<file path="src/rail_ctrl_pkg.sv">
// Constants for the comms core rail control register and boost fault logic
package rail_ctrl_pkg;
	// Register map and reset value
	localparam logic [7:0] CORE_CTRL_OFS = 8'h3C;
	localparam logic [7:0] CORE_CTRL_RST = 8'h24;
	// Field positions inside the core rail control register
	localparam int STATE_LSB = 0;
	localparam int STATE_MSB = 2;
	localparam int WAKE_LSB = 3;
	localparam int WAKE_MSB = 5;
	localparam int VSEL_LSB = 6;
	localparam int VSEL_MSB = 7;
	// Core rail state encoding; codes below 3'h4 are reserved
	localparam logic [2:0] CORE_ST_OFF = 3'h4;
	localparam logic [2:0] CORE_ST_PFM = 3'h5;
	localparam logic [2:0] CORE_ST_SKIP = 3'h6;
	localparam logic [2:0] CORE_ST_PWM = 3'h7;
	// Output voltage selection encoding
	localparam logic [1:0] VSEL_1V25 = 2'h0;
	localparam logic [1:0] VSEL_1V0_LINK = 2'h1;
	// Width of the synchronised pin vector
	localparam int PIN_W = 8;
	// Boost sequencer states
	typedef enum logic [1:0] {BST_OFF, BST_RAMP, BST_RUN, BST_TRIP} boost_state_t;
endpackage : rail_ctrl_pkg

</file>
<file path="src/comms_rail_ctrl_fault_logic.sv">
// Core buck rail control register and boost rail fault logic
`timescale 1ns/1ps
module comms_rail_ctrl_fault_logic (
	input wire logic mclk, // System clock, 100 MHz
	input wire logic rstn, // Asynchronous reset, active low
	input wire logic regWrEn, // Register write strobe from serial controller
	input wire logic regRdEn, // Register read strobe from serial controller
	input wire logic [7:0] regAddr, // Register address
	input wire logic [7:0] regWrData, // Write data
	output logic [7:0] regRdData, // Read data, zero for other addresses
	input wire logic exitStandbyPin, // exit_standby_pin, asynchronous
	input wire logic coreOverCurrentPin, // Core rail over-current comparator
	input wire logic boostEnablePin, // Boost rail enable level
	input wire logic boostSteadyPin, // Boost feedback steady comparator
	input wire logic boostUnderVoltPin, // Boost under-voltage comparator
	input wire logic boostHystPin, // Boost above threshold plus hysteresis
	input wire logic boostOverCurrentPin, // Boost switch over-current comparator
	input wire logic boostShortPin, // Boost short-circuit comparator
	input wire logic boostOverVoltPin, // Boost over-voltage comparator
	input wire logic boostDischargeDisable, // boost_discharge_disable bit
	output logic coreRailOn, // Core rail switching
	output logic corePfmMode, // pulse_frequency_mode
	output logic coreSkipMode, // Automatic pulse skipping
	output logic corePwmMode, // Fixed pulse-width mode
	output logic coreStateReserved, // Reserved state code in use
	output logic coreVolt1v25, // 1.25 V setting selected
	output logic coreVoltLink, // 1.0 V, secondary link sets voltage
	output logic coreCurrentLimit, // Core cycle by cycle current limiting
	output logic boostFaultFlag, // boost_fault_flag
	output logic boostUvCompOn, // Under-voltage comparator enable
	output logic boostSwitchOff, // Boost switch transistor forced off
	output logic boostIsolationOn, // External isolation switch gate
	output logic boostDischargeOn, // Boost discharge FET enable
	output logic regulatorFaultIrq // regulator_fault_interrupt
);
	import rail_ctrl_pkg::*;

	// Decode helper: a state code is usable only with its top bit set
	function automatic logic validCode(input logic [2:0] code);
		return code[2];
	endfunction : validCode

	logic [PIN_W-1:0] pinMeta_r, pinSync_r;
	logic exitPrev_r;
	logic [7:0] ctrl_r, ctrl_nxt;
	logic [7:0] rdData_r;
	logic railOn_r, pfm_r, skip_r, pwm_r, resv_r, v125_r, vLink_r, coreLim_r, irq_r;
	boost_state_t boostState;
	logic boostFault;

	// Pins arrive from the analog side with no clock relation
	wire [PIN_W-1:0] pinRaw = {boostOverVoltPin, boostShortPin, boostOverCurrentPin,
		boostHystPin, boostUnderVoltPin, boostSteadyPin, coreOverCurrentPin, exitStandbyPin};

	// Two-flop synchroniser; only the second stage is read
	always_ff @(posedge mclk or negedge rstn) begin
		if (!rstn) begin
			pinMeta_r <= '0;
			pinSync_r <= '0;
			exitPrev_r <= 1'b0;
		end else begin
			pinMeta_r <= pinRaw;
			pinSync_r <= pinMeta_r;
			exitPrev_r <= pinSync_r[0];
		end
	end

	// Enable is a level from the boost control bit; sampled through the same chain style
	logic enMeta_r, enSync_r;
	always_ff @(posedge mclk or negedge rstn) begin
		if (!rstn) begin
			enMeta_r <= 1'b0;
			enSync_r <= 1'b0;
		end else begin
			enMeta_r <= boostEnablePin;
			enSync_r <= enMeta_r;
		end
	end

	wire exitSync = pinSync_r[0];
	wire coreOcSync = pinSync_r[1];
	wire exitRise = exitSync && !exitPrev_r;

	// Register field views
	wire [2:0] coreState = ctrl_r[STATE_MSB:STATE_LSB];
	wire [2:0] wakeState = ctrl_r[WAKE_MSB:WAKE_LSB];
	wire [1:0] voltSel = ctrl_r[VSEL_MSB:VSEL_LSB];
	wire ctrlHit = (regAddr == CORE_CTRL_OFS);
	wire ctrlWr = regWrEn && ctrlHit;
	wire wakeCopy = exitRise && validCode(wakeState);

	// Write stores the whole byte; a wake copy in the same edge wins the state field,
	// since the pin event must not be lost behind a racing write
	always_comb begin
		ctrl_nxt = ctrlWr ? regWrData : ctrl_r;
		if (wakeCopy) ctrl_nxt[STATE_MSB:STATE_LSB] = wakeState;
	end

	// Control register and read data
	always_ff @(posedge mclk or negedge rstn) begin
		if (!rstn) begin
			ctrl_r <= CORE_CTRL_RST;
			rdData_r <= 8'h00;
		end else begin
			ctrl_r <= ctrl_nxt;
			rdData_r <= (regRdEn && ctrlHit) ? ctrl_r : 8'h00;
		end
	end

	// Decoded rail controls; reserved codes keep the rail off
	always_ff @(posedge mclk or negedge rstn) begin
		if (!rstn) begin
			railOn_r <= 1'b0;
			pfm_r <= 1'b0;
			skip_r <= 1'b0;
			pwm_r <= 1'b0;
			resv_r <= 1'b0;
			v125_r <= 1'b0;
			vLink_r <= 1'b0;
		end else begin
			railOn_r <= validCode(coreState) && (coreState != CORE_ST_OFF);
			pfm_r <= (coreState == CORE_ST_PFM);
			skip_r <= (coreState == CORE_ST_SKIP);
			pwm_r <= (coreState == CORE_ST_PWM);
			resv_r <= !validCode(coreState);
			v125_r <= (voltSel == VSEL_1V25);
			vLink_r <= (voltSel == VSEL_1V0_LINK);
		end
	end

	// Boost sequencer
	boost_fault_seq uBoost (
		.mclk(mclk),
		.rstn(rstn),
		.boostEnable(enSync_r),
		.fbSteady(pinSync_r[2]),
		.underVolt(pinSync_r[3]),
		.aboveHyst(pinSync_r[4]),
		.overCurrent(pinSync_r[5]),
		.shortCircuit(pinSync_r[6]),
		.overVolt(pinSync_r[7]),
		.dischargeDisable(boostDischargeDisable),
		.state(boostState),
		.boostFault(boostFault),
		.uvCompOn(boostUvCompOn),
		.switchOff(boostSwitchOff),
		.isolationOn(boostIsolationOn),
		.dischargeOn(boostDischargeOn)
	);

	// Core current limit and shared interrupt; interrupt lags faults by one edge
	always_ff @(posedge mclk or negedge rstn) begin
		if (!rstn) begin
			coreLim_r <= 1'b0;
			irq_r <= 1'b0;
		end else begin
			coreLim_r <= coreOcSync && railOn_r;
			irq_r <= boostFault || (coreOcSync && railOn_r);
		end
	end

	assign regRdData = rdData_r;
	assign coreRailOn = railOn_r;
	assign corePfmMode = pfm_r;
	assign coreSkipMode = skip_r;
	assign corePwmMode = pwm_r;
	assign coreStateReserved = resv_r;
	assign coreVolt1v25 = v125_r;
	assign coreVoltLink = vLink_r;
	assign coreCurrentLimit = coreLim_r;
	assign boostFaultFlag = boostFault;
	assign regulatorFaultIrq = irq_r;

	// Valid wake code is copied on the pin's rising edge
	a_wake_copy: assert property (@(posedge mclk) disable iff (!rstn)
		wakeCopy |=> coreState == $past(wakeState)) else $error("wake state not copied");
	// Do-not-copy codes leave the state alone
	a_wake_nocopy: assert property (@(posedge mclk) disable iff (!rstn)
		exitRise && !validCode(wakeState) && !ctrlWr |=> $stable(coreState))
		else $error("state changed on no-copy");
	// Register write lands whole when no pin event races it
	a_reg_write: assert property (@(posedge mclk) disable iff (!rstn)
		ctrlWr && !wakeCopy |=> ctrl_r == $past(regWrData)) else $error("write lost");
	// State decode follows one edge later
	a_state_dec: assert property (@(posedge mclk) disable iff (!rstn)
		coreState == CORE_ST_PFM |=> corePfmMode && coreRailOn && !corePwmMode)
		else $error("pfm decode wrong");
	// Skipping mode decodes with PFM off and switches the rail on
	a_skip_dec: assert property (@(posedge mclk) disable iff (!rstn)
		coreState == CORE_ST_SKIP |=> coreSkipMode && coreRailOn && !corePfmMode)
		else $error("skip decode wrong");
	// Reserved codes must never switch the rail; a stray write could otherwise start it
	a_resv_dec: assert property (@(posedge mclk) disable iff (!rstn)
		!validCode(coreState) |=> coreStateReserved && !coreRailOn)
		else $error("reserved decode wrong");
	// Voltage decode
	a_volt_dec: assert property (@(posedge mclk) disable iff (!rstn)
		voltSel == VSEL_1V0_LINK |=> coreVoltLink && !coreVolt1v25) else $error("vsel wrong");
	// Code zero selects the fixed 1.25 V setting
	a_volt_fixed: assert property (@(posedge mclk) disable iff (!rstn)
		voltSel == VSEL_1V25 |=> coreVolt1v25 && !coreVoltLink) else $error("fixed vsel wrong");
	// Boost fault reaches the interrupt
	a_irq_follow: assert property (@(posedge mclk) disable iff (!rstn)
		boostFault |=> regulatorFaultIrq) else $error("irq missing");
	// Core over-current while switching limits current and raises the interrupt
	a_core_limit: assert property (@(posedge mclk) disable iff (!rstn)
		coreOcSync && railOn_r |=> coreCurrentLimit && regulatorFaultIrq)
		else $error("core limit missing");
	// A latched boost trip keeps the shared interrupt up
	a_trip_irq: assert property (@(posedge mclk) disable iff (!rstn)
		boostState == BST_TRIP |=> ##1 regulatorFaultIrq) else $error("trip irq missing");
	c_wake_copy: cover property (@(posedge mclk) disable iff (!rstn) wakeCopy);
	c_irq: cover property (@(posedge mclk) disable iff (!rstn) $rose(regulatorFaultIrq));
endmodule : comms_rail_ctrl_fault_logic

</file>
<file path="src/boost_fault_seq.sv">
// Boost rail fault flag sequencer: start-up, under-voltage, over-current, latched trips
`timescale 1ns/1ps
module boost_fault_seq (
	input wire logic mclk, // System clock
	input wire logic rstn, // Asynchronous reset, active low
	input wire logic boostEnable, // Rail enable, already synchronised
	input wire logic fbSteady, // Feedback reached steady state
	input wire logic underVolt, // Output below under-voltage threshold
	input wire logic aboveHyst, // Output above threshold plus hysteresis
	input wire logic overCurrent, // Switch current above limit
	input wire logic shortCircuit, // Feedback below short threshold
	input wire logic overVolt, // Output above over-voltage threshold
	input wire logic dischargeDisable, // boost_discharge_disable bit
	output rail_ctrl_pkg::boost_state_t state, // Sequencer state
	output logic boostFault, // boost_fault_flag
	output logic uvCompOn, // Under-voltage comparator enable
	output logic switchOff, // Switch transistor forced off
	output logic isolationOn, // External isolation switch gate
	output logic dischargeOn // Discharge FET enable
);
	import rail_ctrl_pkg::*;

	boost_state_t state_r, state_nxt;
	logic uv_r, uv_nxt;
	logic oc_r, oc_nxt;
	logic fault_r, fault_nxt;
	logic uvComp_r, swOff_r, iso_r, dsch_r;
	wire running = (state_r == BST_RAMP) || (state_r == BST_RUN);

	// Next state; a trip only clears when the host drops the enable
	always_comb begin
		state_nxt = state_r;
		unique case (state_r)
			BST_OFF: if (boostEnable) state_nxt = BST_RAMP;
			// Short detection is masked during soft start against inrush current
			BST_RAMP: begin
				if (overVolt) state_nxt = BST_TRIP;
				else if (fbSteady) state_nxt = BST_RUN;
			end
			BST_RUN: if (shortCircuit || overVolt) state_nxt = BST_TRIP;
			BST_TRIP: state_nxt = BST_TRIP;
		endcase
		if (!boostEnable) state_nxt = BST_OFF;
	end

	// Under-voltage sets over clear; the hysteresis keeps it from chattering
	assign uv_nxt = (state_r == BST_RUN) && (underVolt || (uv_r && !aboveHyst));
	// Over-current follows the comparator: clears when current falls back
	assign oc_nxt = running && overCurrent;
	// Fault is the OR of every active source
	assign fault_nxt = (state_r == BST_RAMP) || (state_r == BST_TRIP) || uv_r || oc_r;

	// Sequencer and flag registers
	always_ff @(posedge mclk or negedge rstn) begin
		if (!rstn) begin
			state_r <= BST_OFF;
			uv_r <= 1'b0;
			oc_r <= 1'b0;
			fault_r <= 1'b0;
			uvComp_r <= 1'b0;
			swOff_r <= 1'b1;
			iso_r <= 1'b0;
			dsch_r <= 1'b0;
		end else begin
			state_r <= state_nxt;
			uv_r <= uv_nxt;
			oc_r <= oc_nxt;
			fault_r <= fault_nxt;
			uvComp_r <= running;
			swOff_r <= !running || overCurrent;
			iso_r <= running;
			dsch_r <= (state_r == BST_OFF) && !dischargeDisable;
		end
	end

	assign state = state_r;
	assign boostFault = fault_r;
	assign uvCompOn = uvComp_r;
	assign switchOff = swOff_r;
	assign isolationOn = iso_r;
	assign dischargeOn = dsch_r;

	// Enabling the rail raises the fault two edges later
	a_start_fault: assert property (@(posedge mclk) disable iff (!rstn)
		(state_r == BST_OFF) && boostEnable |=> ##1 fault_r) else $error("no start fault");
	// Steady feedback without other faults clears the flag
	a_ready_clear: assert property (@(posedge mclk) disable iff (!rstn)
		(state_r == BST_RUN) && !uv_r && !oc_r |=> !fault_r) else $error("fault not cleared");
	// Under-voltage shows on the flag
	a_uv_fault: assert property (@(posedge mclk) disable iff (!rstn)
		uv_r |=> fault_r) else $error("uv not flagged");
	// Under-voltage holds until above hysteresis
	a_uv_hold: assert property (@(posedge mclk) disable iff (!rstn)
		uv_r && (state_r == BST_RUN) && !aboveHyst |=> uv_r) else $error("uv cleared early");
	// Over-current forces the switch off next edge, then raises the flag
	a_oc_switch: assert property (@(posedge mclk) disable iff (!rstn)
		running && overCurrent |=> switchOff ##1 fault_r) else $error("oc not handled");
	// Over-current clears once the current falls back
	a_oc_clear: assert property (@(posedge mclk) disable iff (!rstn)
		oc_r && !overCurrent |=> !oc_r) else $error("oc stuck");
	// A trip never restarts while enabled
	a_trip_hold: assert property (@(posedge mclk) disable iff (!rstn)
		(state_r == BST_TRIP) && boostEnable |=> (state_r == BST_TRIP) ##1 fault_r)
		else $error("trip released");
	// Discharge disable keeps the FET off
	a_dsch_block: assert property (@(posedge mclk) disable iff (!rstn)
		dischargeDisable |=> !dischargeOn) else $error("discharge while disabled");
	c_reach_run: cover property (@(posedge mclk) disable iff (!rstn) state_r == BST_RUN);
	c_trip: cover property (@(posedge mclk) disable iff (!rstn) $rose(state_r == BST_TRIP));
endmodule : boost_fault_seq

</file>
<file path="config.mk">
export PLATFORM = sky130hd
export DESIGN_NAME = comms_rail_ctrl_fault_logic
export DESIGN_NICKNAME = d
export VERILOG_FILES = /design/src/rail_ctrl_pkg.sv /design/src/comms_rail_ctrl_fault_logic.sv /design/src/boost_fault_seq.sv
export SDC_FILE = /design/constraint.sdc
export NUM_CORES = 1
export LEC_CHECK = 0
export ABC_AREA = 1
export BUFFER_PORTS_ARGS = -buffer_cell sky130_fd_sc_hd__buf_2
export CAP_MARGIN = 10
export CORE_MARGIN = 5
export CORE_UTILIZATION = 41
export DETAILED_ROUTE_END_ITERATION = 16
export PLACE_DENSITY_LB_ADDON = 0.25
export SETUP_SLACK_MARGIN = 0.3
export SLEW_MARGIN = 20
export SYNTH_ARGS = -nofsm -noshare
export SYNTH_HDL_FRONTEND = slang
export SYNTH_SLANG_ARGS = --single-unit
</file>
<file path="constraint.sdc">
create_clock -name mclk -period 3.5 [get_ports mclk]
set_input_delay 0 -clock mclk [delete_from_list [all_inputs] [get_ports mclk]]
set_output_delay 0 -clock mclk [all_outputs]
set_load 0.005 [all_outputs]
</file>
-- Word-level counts from Yosys, hierarchy flattened
Index checks and enable logic that the tools add are counted.
- equal/unequal tests: 11
- mux-type cells: 8
- reductions and logical operators: 27
- operator list (kind ; count):
    1-bit logical AND ; 10
    3-bit equality test (second input constant) ; 3
    8-bit by 6-bit equality test with 1-bit output (second input constant) ; 1
    1-bit logical OR ; 8
    2-bit 2-to-1 mux ; 4
    8-bit 2-to-1 mux ; 1
    2-bit case mux with 4 select lines ; 1
    3-bit 2-to-1 mux ; 2
    1-bit logical NOT ; 5
    2-bit by 1-bit equality test with 1-bit output (second input constant) ; 2
    2-bit equality test (second input constant) ; 2
    2-bit logical NOT ; 2
    4-bit inequality test (second input constant) ; 1
    3-bit by 2-bit inequality test with 1-bit output (second input constant) ; 1
    3-bit inequality test (second input constant) ; 1
    2-bit AND reduction ; 1
    2-bit nonzero test ; 1
- register bits after elaboration: 52

-- Depth between registers and ports, before layout
Gate-level depths: netlist (run 1).
- depth in word-level cells: 4
- gate-level depth with buffers: 7
- gate-level depth less buffers: 7

-- Hierarchy
From an unflattened synthesis (run 1), not the netlist that was laid out.
- cells, all modules: 158
- area total of the unflattened synthesis: 1823.0 sq um
- by module, submodules not included (module ; times used ; cells each ; area each (sq um) ; sequential area each (sq um)):
    comms_rail_ctrl_fault_logic ; 1 ; 114 ; 1425.1 ; 1103.6
    boost_fault_seq ; 1 ; 44 ; 397.9 ; 201.4

-- Worst setup path before layout (run 1)
No wires, ideal clock.
- kind: reg-to-reg
- start point: reg uBoost.state_r[0], in the netlist uBoost.state[0]
- end point: reg uBoost.state_r[0], in the netlist uBoost.state[0]
- arrival time: 1.060 ns
- data required time: 3.383 ns
- setup slack: 2.322 ns
- stages on the path, launching flop included: 8
- buffers on the path: 0
- cells stage by stage: dfrtp_1 inv_1 ha_1 inv_1 o22ai_1 nand2_1 nand3_1 nand2_1
- cells in the longest elaborated chain, start to end: 3
- elaborated cells on any way between the ends: 9
- those cells by class: eq/ne (5); mux (2); reduce/logical (2)
- ends and longest elaborated chain (element ; RTL line ; RTL):
    start, declared ; boost_fault_seq.sv:23 ; boost_state_t state_r, state_nxt;
    start signal, assigned ; boost_fault_seq.sv:65 ; state_r <= state_nxt;
    2-bit equality test, or another cell as far along ; boost_fault_seq.sv:33 ; unique case (state_r)
    2-bit case mux with 4 select lines, or another cell as far along ; boost_fault_seq.sv:33 ;
    2-bit 2-to-1 mux or 2-bit AND reduction (tied branches) ; -- ;
Several ways; a longest one is shown, not always the timed one.
A chain may end at the register's enable or synchronous reset.

-- Worst setup path in the final report (run 1)
Ends and elaborated chain as after synthesis.

==> results.txt, run 1 <==
----------------------------------------------------
[Clock tree]
  Post-CTS setup buffers ... 0
  Source-to-sink clock delay at the later pin of the worst-skew pair ... 290 ps
  Clk buf depth ... 2
  Clock transition at the registers of the reported paths ... 90 ps
  Clock tree from TritonCTS ... built
  Total CTS buffers ... 5
  Cell at the root of the clock tree ... sky130_fd_sc_hd__clkbuf_8
  H-tree levels ... 2
  Total number of clock tree sinks ... 52

[Floorplan]
  Number of standard-cell rows in the floorplan ... 24
  Total I/O pin count ... 52
  Horizontal die dimension ... roughly 78 um
  Standard cell core area ... about 0.0044 mm^2
  Die height ... between 70 and 80 um
  Die Outline Area ... roughly 0.0060 mm^2
  Effective utilization at floorplan ... between 40% and 50%

[Min path]
  Worst min-delay path category ... in2reg

[Critical path]
  Largest stage delay on the critical path ... 440 ps
  Critical path launch point type ... flip-flop
  Arrival time worst endpoint ... around 1500 ps
  Critical-path cell with the highest stage delay ... sky130_fd_sc_hd__dfrtp_1
  Critical path data required time ... 3690 ps
  Endpoint kind of the worst setup timing path ... flip-flop
  Register-to-register setup slack ... around 2200 ps
  Critical-path cell list ... inv_1 > ha_1 > inv_1 > o22ai_1 > nand2_1 > nand3_1 > nand2_1
  Max Fanout on Critical Path ... 5
  Crit path kind ... reg2reg

[Power and ir drop]
  Leakage power ... roughly 1.3 nW
  Internal power consumption ... ~960 uW
  Worst-case vdd ir drop ... 0.274 mV
  Power density over the cells ... slightly above 500 mW/mm^2
  Relative contribution of the clock network to total power ... 27.9%
  Register share of total power ... 55.7%
  Switching share of power ... 25.1%
  Total net switching power ... 321 uW
  Comb power frac ... 16.4%
  Post-layout power ... about 1.3 mW

[Run]
  Max-cap check violation count ... 0

[Timing]
  Final Hold Vio Count ... 0
  Relative slew margins ... 57.8%
  Setup ws final ... between 2000 and 2500 ps
  Top achievable clock speed ... between 700 and 800 MHz
  Unrepaired setup endpoints after global routing ... false
  Final number of max-transition violations ... 0
  Pin slew with the least headroom to its limit ... 633 ps
  Setup TNS after final layout ... 0 ps
  Final worst path period share ... 37.7%
  Layout Skew ... 4.75 ps
  Final setup vio count ... 0
  Clock period minus final worst setup slack ... 1320 ps
  Hold WS ... roughly 11 ps

[Final layout]
  Number of diodes added for antenna fixing ... 0
  Final Cell Area ... 0.00247 mm^2
  Most used cells in the layout excluding fill and tap cells ... 51 x sky130_fd_sc_hd__buf_2, 49 x sky130_fd_sc_hd__dfrtp_1, 30 x sky130_fd_sc_hd__nand2_1
  Commonest non-fill, non-tap cell in the layout ... sky130_fd_sc_hd__buf_2
  Area Overhead vs Synth ... 31.7%
  Number of nets in the finished design ... 274
  Layout cells sized above 1 ... roughly 33%

[Placement]
  Post-place setup slack ... approximately 2200 ps
  Half-perimeter wire length of the detailed placement result ... 2190 um
  Port buffer count ... 51
  Cell area reported after detailed placement ... 0.00219 mm^2
  Final RePlAce weighted congestion ... 0.706

[Routing]
  Wirelength, routed ... 3160 um
  Routed wire length per instance ... about 11 um
  DRC marker count from the first detailed-route iteration ... 50
  Post-detailed-route via-to-cell ratio ... 4.30
  Met3 WL post-DR ... 223 um
  Post-detailed-route count of antenna-violating nets ... 0
  Routed wl met2 ... 1500 um
  Count of TritonRoute iterations in the first routing pass ... 4
  Topmost layer with routed signal wires ... met4
  # DRC ... 0
  Via count ... 1255
  Met1 layer wirelength in the final routing ... 1370 um

[Global routing]
  Number of antenna violations at the first check in global routing ... 0
  Overall Global Routing Usage ... between 10% and 20%
  Total global routing overflow ... 0
  Global-route wire length before repair ... 5620 um
  Pin count of the biggest net entering global routing ... 53
  Via count of the first global-routing pass ... 1300

[Outcome]
  Result of the run ... completed

[Synthesis]
  Distinct cell type count after synthesis ... 22
  Sequential share of the synthesized area ... 69.5%
  Yosys reg bits ... 52
  Average size of a mapped cell ... 11.5 um^2
  Total of warnings raised by yosys ... 0
  Post-synthesis instance area ... roughly 0.0019 mm^2
  Number of nets in the synthesized netlist ... 199
  Number of instances in the synthesized netlist ... 164

----------------------------------------------------
[sequential cells by signal (all words and copies together) (netlist names), 2 cells and up]
name and flops:
ctrl_r 8, pinMeta_r 8, pinSync_r 8, regRdData 8, uBoost.state 2
[path summary, 6_finish.rpt]
kind,startpoint,end,cells after the start
setup / recovery,uBoost.state[0],uBoost.state[0],7
hold / removal,regWrEn,ctrl_r[4],3
setup reg to reg,uBoost.state[0],uBoost.state[0],7
hold reg to reg,pinMeta_r[1],pinSync_r[1],0
max in group asynchronous,rstn,pinMeta_r[3],3
min in group asynchronous,rstn,ctrl_r[6],3
[metrics by stage]
step / util (%) / instances
finish: 56.0 / 292
global route: 56.0 / 292
CTS: 56.0 / 292
detailed placement: 49.7 / 266
global placement: 49.7 / 266
floorplan: - / 164
[synthesized netlist by cell type]
master / count / area [um^2]
sky130_fd_sc_hd__dfrtp_1: 49 / 1230
sky130_fd_sc_hd__nand2_1: 30 / 113
sky130_fd_sc_hd__inv_1: 24 / 90.1
sky130_fd_sc_hd__nand3_1: 14 / 70.1
sky130_fd_sc_hd__nor2_1: 14 / 52.6
sky130_fd_sc_hd__nor2_2: 8 / 50.1
sky130_fd_sc_hd__ha_1: 5 / 62.6
sky130_fd_sc_hd__dfstp_2: 3 / 78.8
sky130_fd_sc_hd__nand2_2: 3 / 18.8
sky130_fd_sc_hd__o21ai_1: 2 / 10.0
sky130_fd_sc_hd__a21oi_1: 1 / 5.00
sky130_fd_sc_hd__buf_4: 1 / 7.51
sky130_fd_sc_hd__clkbuf_2: 1 / 5.00
sky130_fd_sc_hd__inv_2: 1 / 3.75
sky130_fd_sc_hd__nand2_8: 1 / 20.0
sky130_fd_sc_hd__nand3_2: 1 / 10.0
sky130_fd_sc_hd__nand4_1: 1 / 6.26
sky130_fd_sc_hd__nor2_4: 1 / 11.3
sky130_fd_sc_hd__nor2_8: 1 / 20.0
sky130_fd_sc_hd__nor3_1: 1 / 5.00
sky130_fd_sc_hd__o22ai_1: 1 / 6.26
sky130_fd_sc_hd__or2_2: 1 / 6.26
[cell families (layout without fill, tap and decap cells)]
logic type	Yosys count	after routing	share of synthesized area, %
AO/OA/AOI/OAI	4	4	1.13
adder cells (fa/ha/maj)	5	5	3.33
buffers and inverters	27	103	5.66
flip-flops	52	52	69.5
AND/OR/NAND/NOR	76	76	20.4
[final cells by class]
class / count / area (um^2)
clock buffer: 8 / 100
fill: 399 / 1940
inverter: 25 / 93.8
multi-input combinational: 85 / 467
sequential: 52 / 1310
tap: 52 / 65.1
timing repair buffer: 70 / 443
[critical path, delay by kind of cell, from the launching register on]
family	cells	cell delay [ps]
compound gates	1	220
simple gates	3	240
buf+inv	2	170
flops	1	440
fa+ha+maj	1	150
[metal layers]
metal | track usage [%] | up-vias
li1 | - | 644
met1 | 14.2 | 568
met2 | 18.7 | 37
met3 | 3.24 | 6
met4 | 5.15 | 0
met5 | 0 | -
[power groups by stage]
stage	Combinational [mW]	Clock, mW	Sequential [mW]
6_report	0.210	0.357	0.712
5_1_grt	0.241	0.394	0.724
4_1_cts	0.215	0.373	0.714
3_5_place_dp	0.199	0	0.726
3_3_place_gp	0.195	0	0.725
2_1_floorplan	0.104	0	0.727
[repair_timing]
action	CTS	global route
hold buffers	18	0
hold endpoints to repair	65	0
gates resized for setup	0	0
No activity file was read; power rests on OpenSTA's default activity.
==> run 2: changes to the inputs <==
clock period = 1.25 ns   (was 3.5 ns; I/O delays follow)
==> results.txt, run 2 (synthesis gave the netlist of run 1 again) <==
----------------------------------------------------
[Outcome]
  Result of the run ... completed

[Global routing]
  Pin count of the biggest net entering global routing ... 53
  Number of antenna violations at the first check in global routing ... 0
  Overall Global Routing Usage ... between 10% and 20%
  Total global routing overflow ... 0
  Via count of the first global-routing pass ... 1259
  Global-route wire length before repair ... between 5000 and 6000 um

[Critical path]
  Register-to-register setup slack ... 60 ps
  Arrival time worst endpoint ... 1400 ps
  Critical path data required time ... around 1500 ps
  Register-to-Register Path Depth ... 7
  Crit path capture ... uBoost.state[0]
  Crit path kind ... reg2reg
  RR Startpoint ... uBoost.state[0]
  Startpoint of the most critical setup path ... uBoost.state[0]
  Endpoint kind of the worst setup timing path ... flip-flop
  Max Fanout on Critical Path ... 4
  Reg2Reg Capture Point ... uBoost.state[0]
  Critical path launch point type ... flip-flop

[Clock tree]
  Source-to-sink clock delay at the later pin of the worst-skew pair ... 310 ps
  Total CTS buffers ... 5
  Cell at the root of the clock tree ... sky130_fd_sc_hd__clkbuf_8
  H-tree levels ... 2
  Clock tree from TritonCTS ... built
  Clk buf depth ... 2
  Clock transition at the registers of the reported paths ... about 90 ps
  Total number of clock tree sinks ... 52

[Timing]
  Setup TNS after final layout ... 0 ps
  Final worst path period share ... 95.6%
  Relative slew margins ... 82.1%
  Final number of max-transition violations ... 0
  Setup ws final ... between 50 and 60 ps
  Final setup vio count ... 0
  Layout Skew ... 8.03 ps
  Pin slew with the least headroom to its limit ... 268 ps
  Hold WS ... ~11 ps
  Clock period minus final worst setup slack ... 1190 ps
  Final Hold Vio Count ... 0
  Unrepaired setup endpoints after global routing ... true
  Top achievable clock speed ... 837 MHz

[Placement]
  Port buffer count ... 51
  Final RePlAce weighted congestion ... 0.748
  Post-place setup slack ... 34.4 ps
  Cell area reported after detailed placement ... 0.00221 mm^2
  Half-perimeter wire length of the detailed placement result ... around 2200 um
  Total placed cells including tap cells ... 266

[Final layout]
  Multi-input gate area ... 562 um^2
  Final non-filler cell total ... 300
  Commonest non-fill, non-tap cell in the layout ... sky130_fd_sc_hd__buf_2
  Layout cells sized above 1 ... 43.1%
  Final Cell Area ... around 0.0027 mm^2
  Post-layout utilization of the core ... 60.2%
  Number of nets in the finished design ... 282
  Number of diodes added for antenna fixing ... 0
  Area Overhead vs Synth ... 41.6%
  Most used cells in the layout excluding fill and tap cells ... 51 x sky130_fd_sc_hd__buf_2, 47 x sky130_fd_sc_hd__dfrtp_1, 29 x sky130_fd_sc_hd__nand2_1
  Number of filler instances in the final layout ... 381
  Storage element area ... 0.00131 mm^2

[Power and ir drop]
  Worst-case vdd ir drop ... 0.490 mV
  Leakage power ... 1.39 nW
  Power density over the cells ... 1420 mW/mm^2
  Post-layout power ... 3.77 mW

[Routing]
  DRC marker count from the first detailed-route iteration ... 20
  Wirelength, routed ... 3350 um
  Via count ... 1296
  Routed wire length per instance ... ~11 um
  Post-detailed-route via-to-cell ratio ... 4.32
  # DRC ... 0
  Post-detailed-route count of antenna-violating nets ... 0
  Count of TritonRoute iterations in the first routing pass ... 4

[Floorplan]
  Standard cell core area ... 0.00441 mm^2
  Horizontal die dimension ... 77.7 um
  Number of standard-cell rows in the floorplan ... 24
  Die height ... 77.7 um
  Effective utilization at floorplan ... 42.5%
  Total I/O pin count ... 52
  Die Outline Area ... 0.00603 mm^2

[Min path]
  Worst min-delay path category ... in2reg

[Run]
  Max-cap check violation count ... 0

----------------------------------------------------
==> run 2: how the worst min path moves through the flow <==
stage,start,to,slack (ps),cells past startpoint
after floorplan,rstn,coreCurrentLimit,-300,0
after global placement,rstn,coreStateReserved,10,2
after detailed placement,rstn,coreStateReserved,10,2
after CTS,regWrData[0],ctrl_r[0],2,5
after global routing,regWrData[0],ctrl_r[0],60,5
final,regWrData[0],ctrl_r[0],10,5
==> run 2: routing by layer <==
metal	GRT usage (%)	part of all wire [%]	vias up
li1	-	-	658
met1	15.0	42	595
met2	18.1	49	38
met3	3.24	7.0	5
met4	6.19	1.8	0
met5	0	0	-
==> run 2: final cells by class <==
type                    count  area share, %
inverters                  25           3.62
multi-input cells          85           21.1
well taps                  52           2.45
flip-flops and latches     52           49.2
repair buffers             78           20.1
clock inverters             3          0.894
clock buffers               5           2.59
==> run 2: what timing repair did <==
item,CTS,global route
pin swaps,5,9
endpoints found under the setup margin,10,13
hold endpoints to repair,69,2
resized for setup,11,19
hold buffers,19,1
setup buffers,4,2
==> run 2: where the power goes <==
| part | switching, mW | total, mW | leakage [nW] | internal, mW |
|---|---|---|---|---|
| Combinational | 0.396 | 0.806 | 0.715 | 0.410 |
| Sequential | 0.112 | 2.02 | 0.634 | 1.90 |
| Clock | 0.549 | 0.946 | 0.0404 | 0.397 |
| Total | 1.06 | 3.77 | 1.39 | 2.71 |
==> run 2: worst max-delay path: stages, from the launching register on <==
cell                      delay (ps)
sky130_fd_sc_hd__dfrtp_2         450
sky130_fd_sc_hd__inv_2            90
sky130_fd_sc_hd__ha_4            140
sky130_fd_sc_hd__inv_4            40
sky130_fd_sc_hd__o22ai_4         160
sky130_fd_sc_hd__nand2_1          90
sky130_fd_sc_hd__nand3_1          80
sky130_fd_sc_hd__nand2_1          50
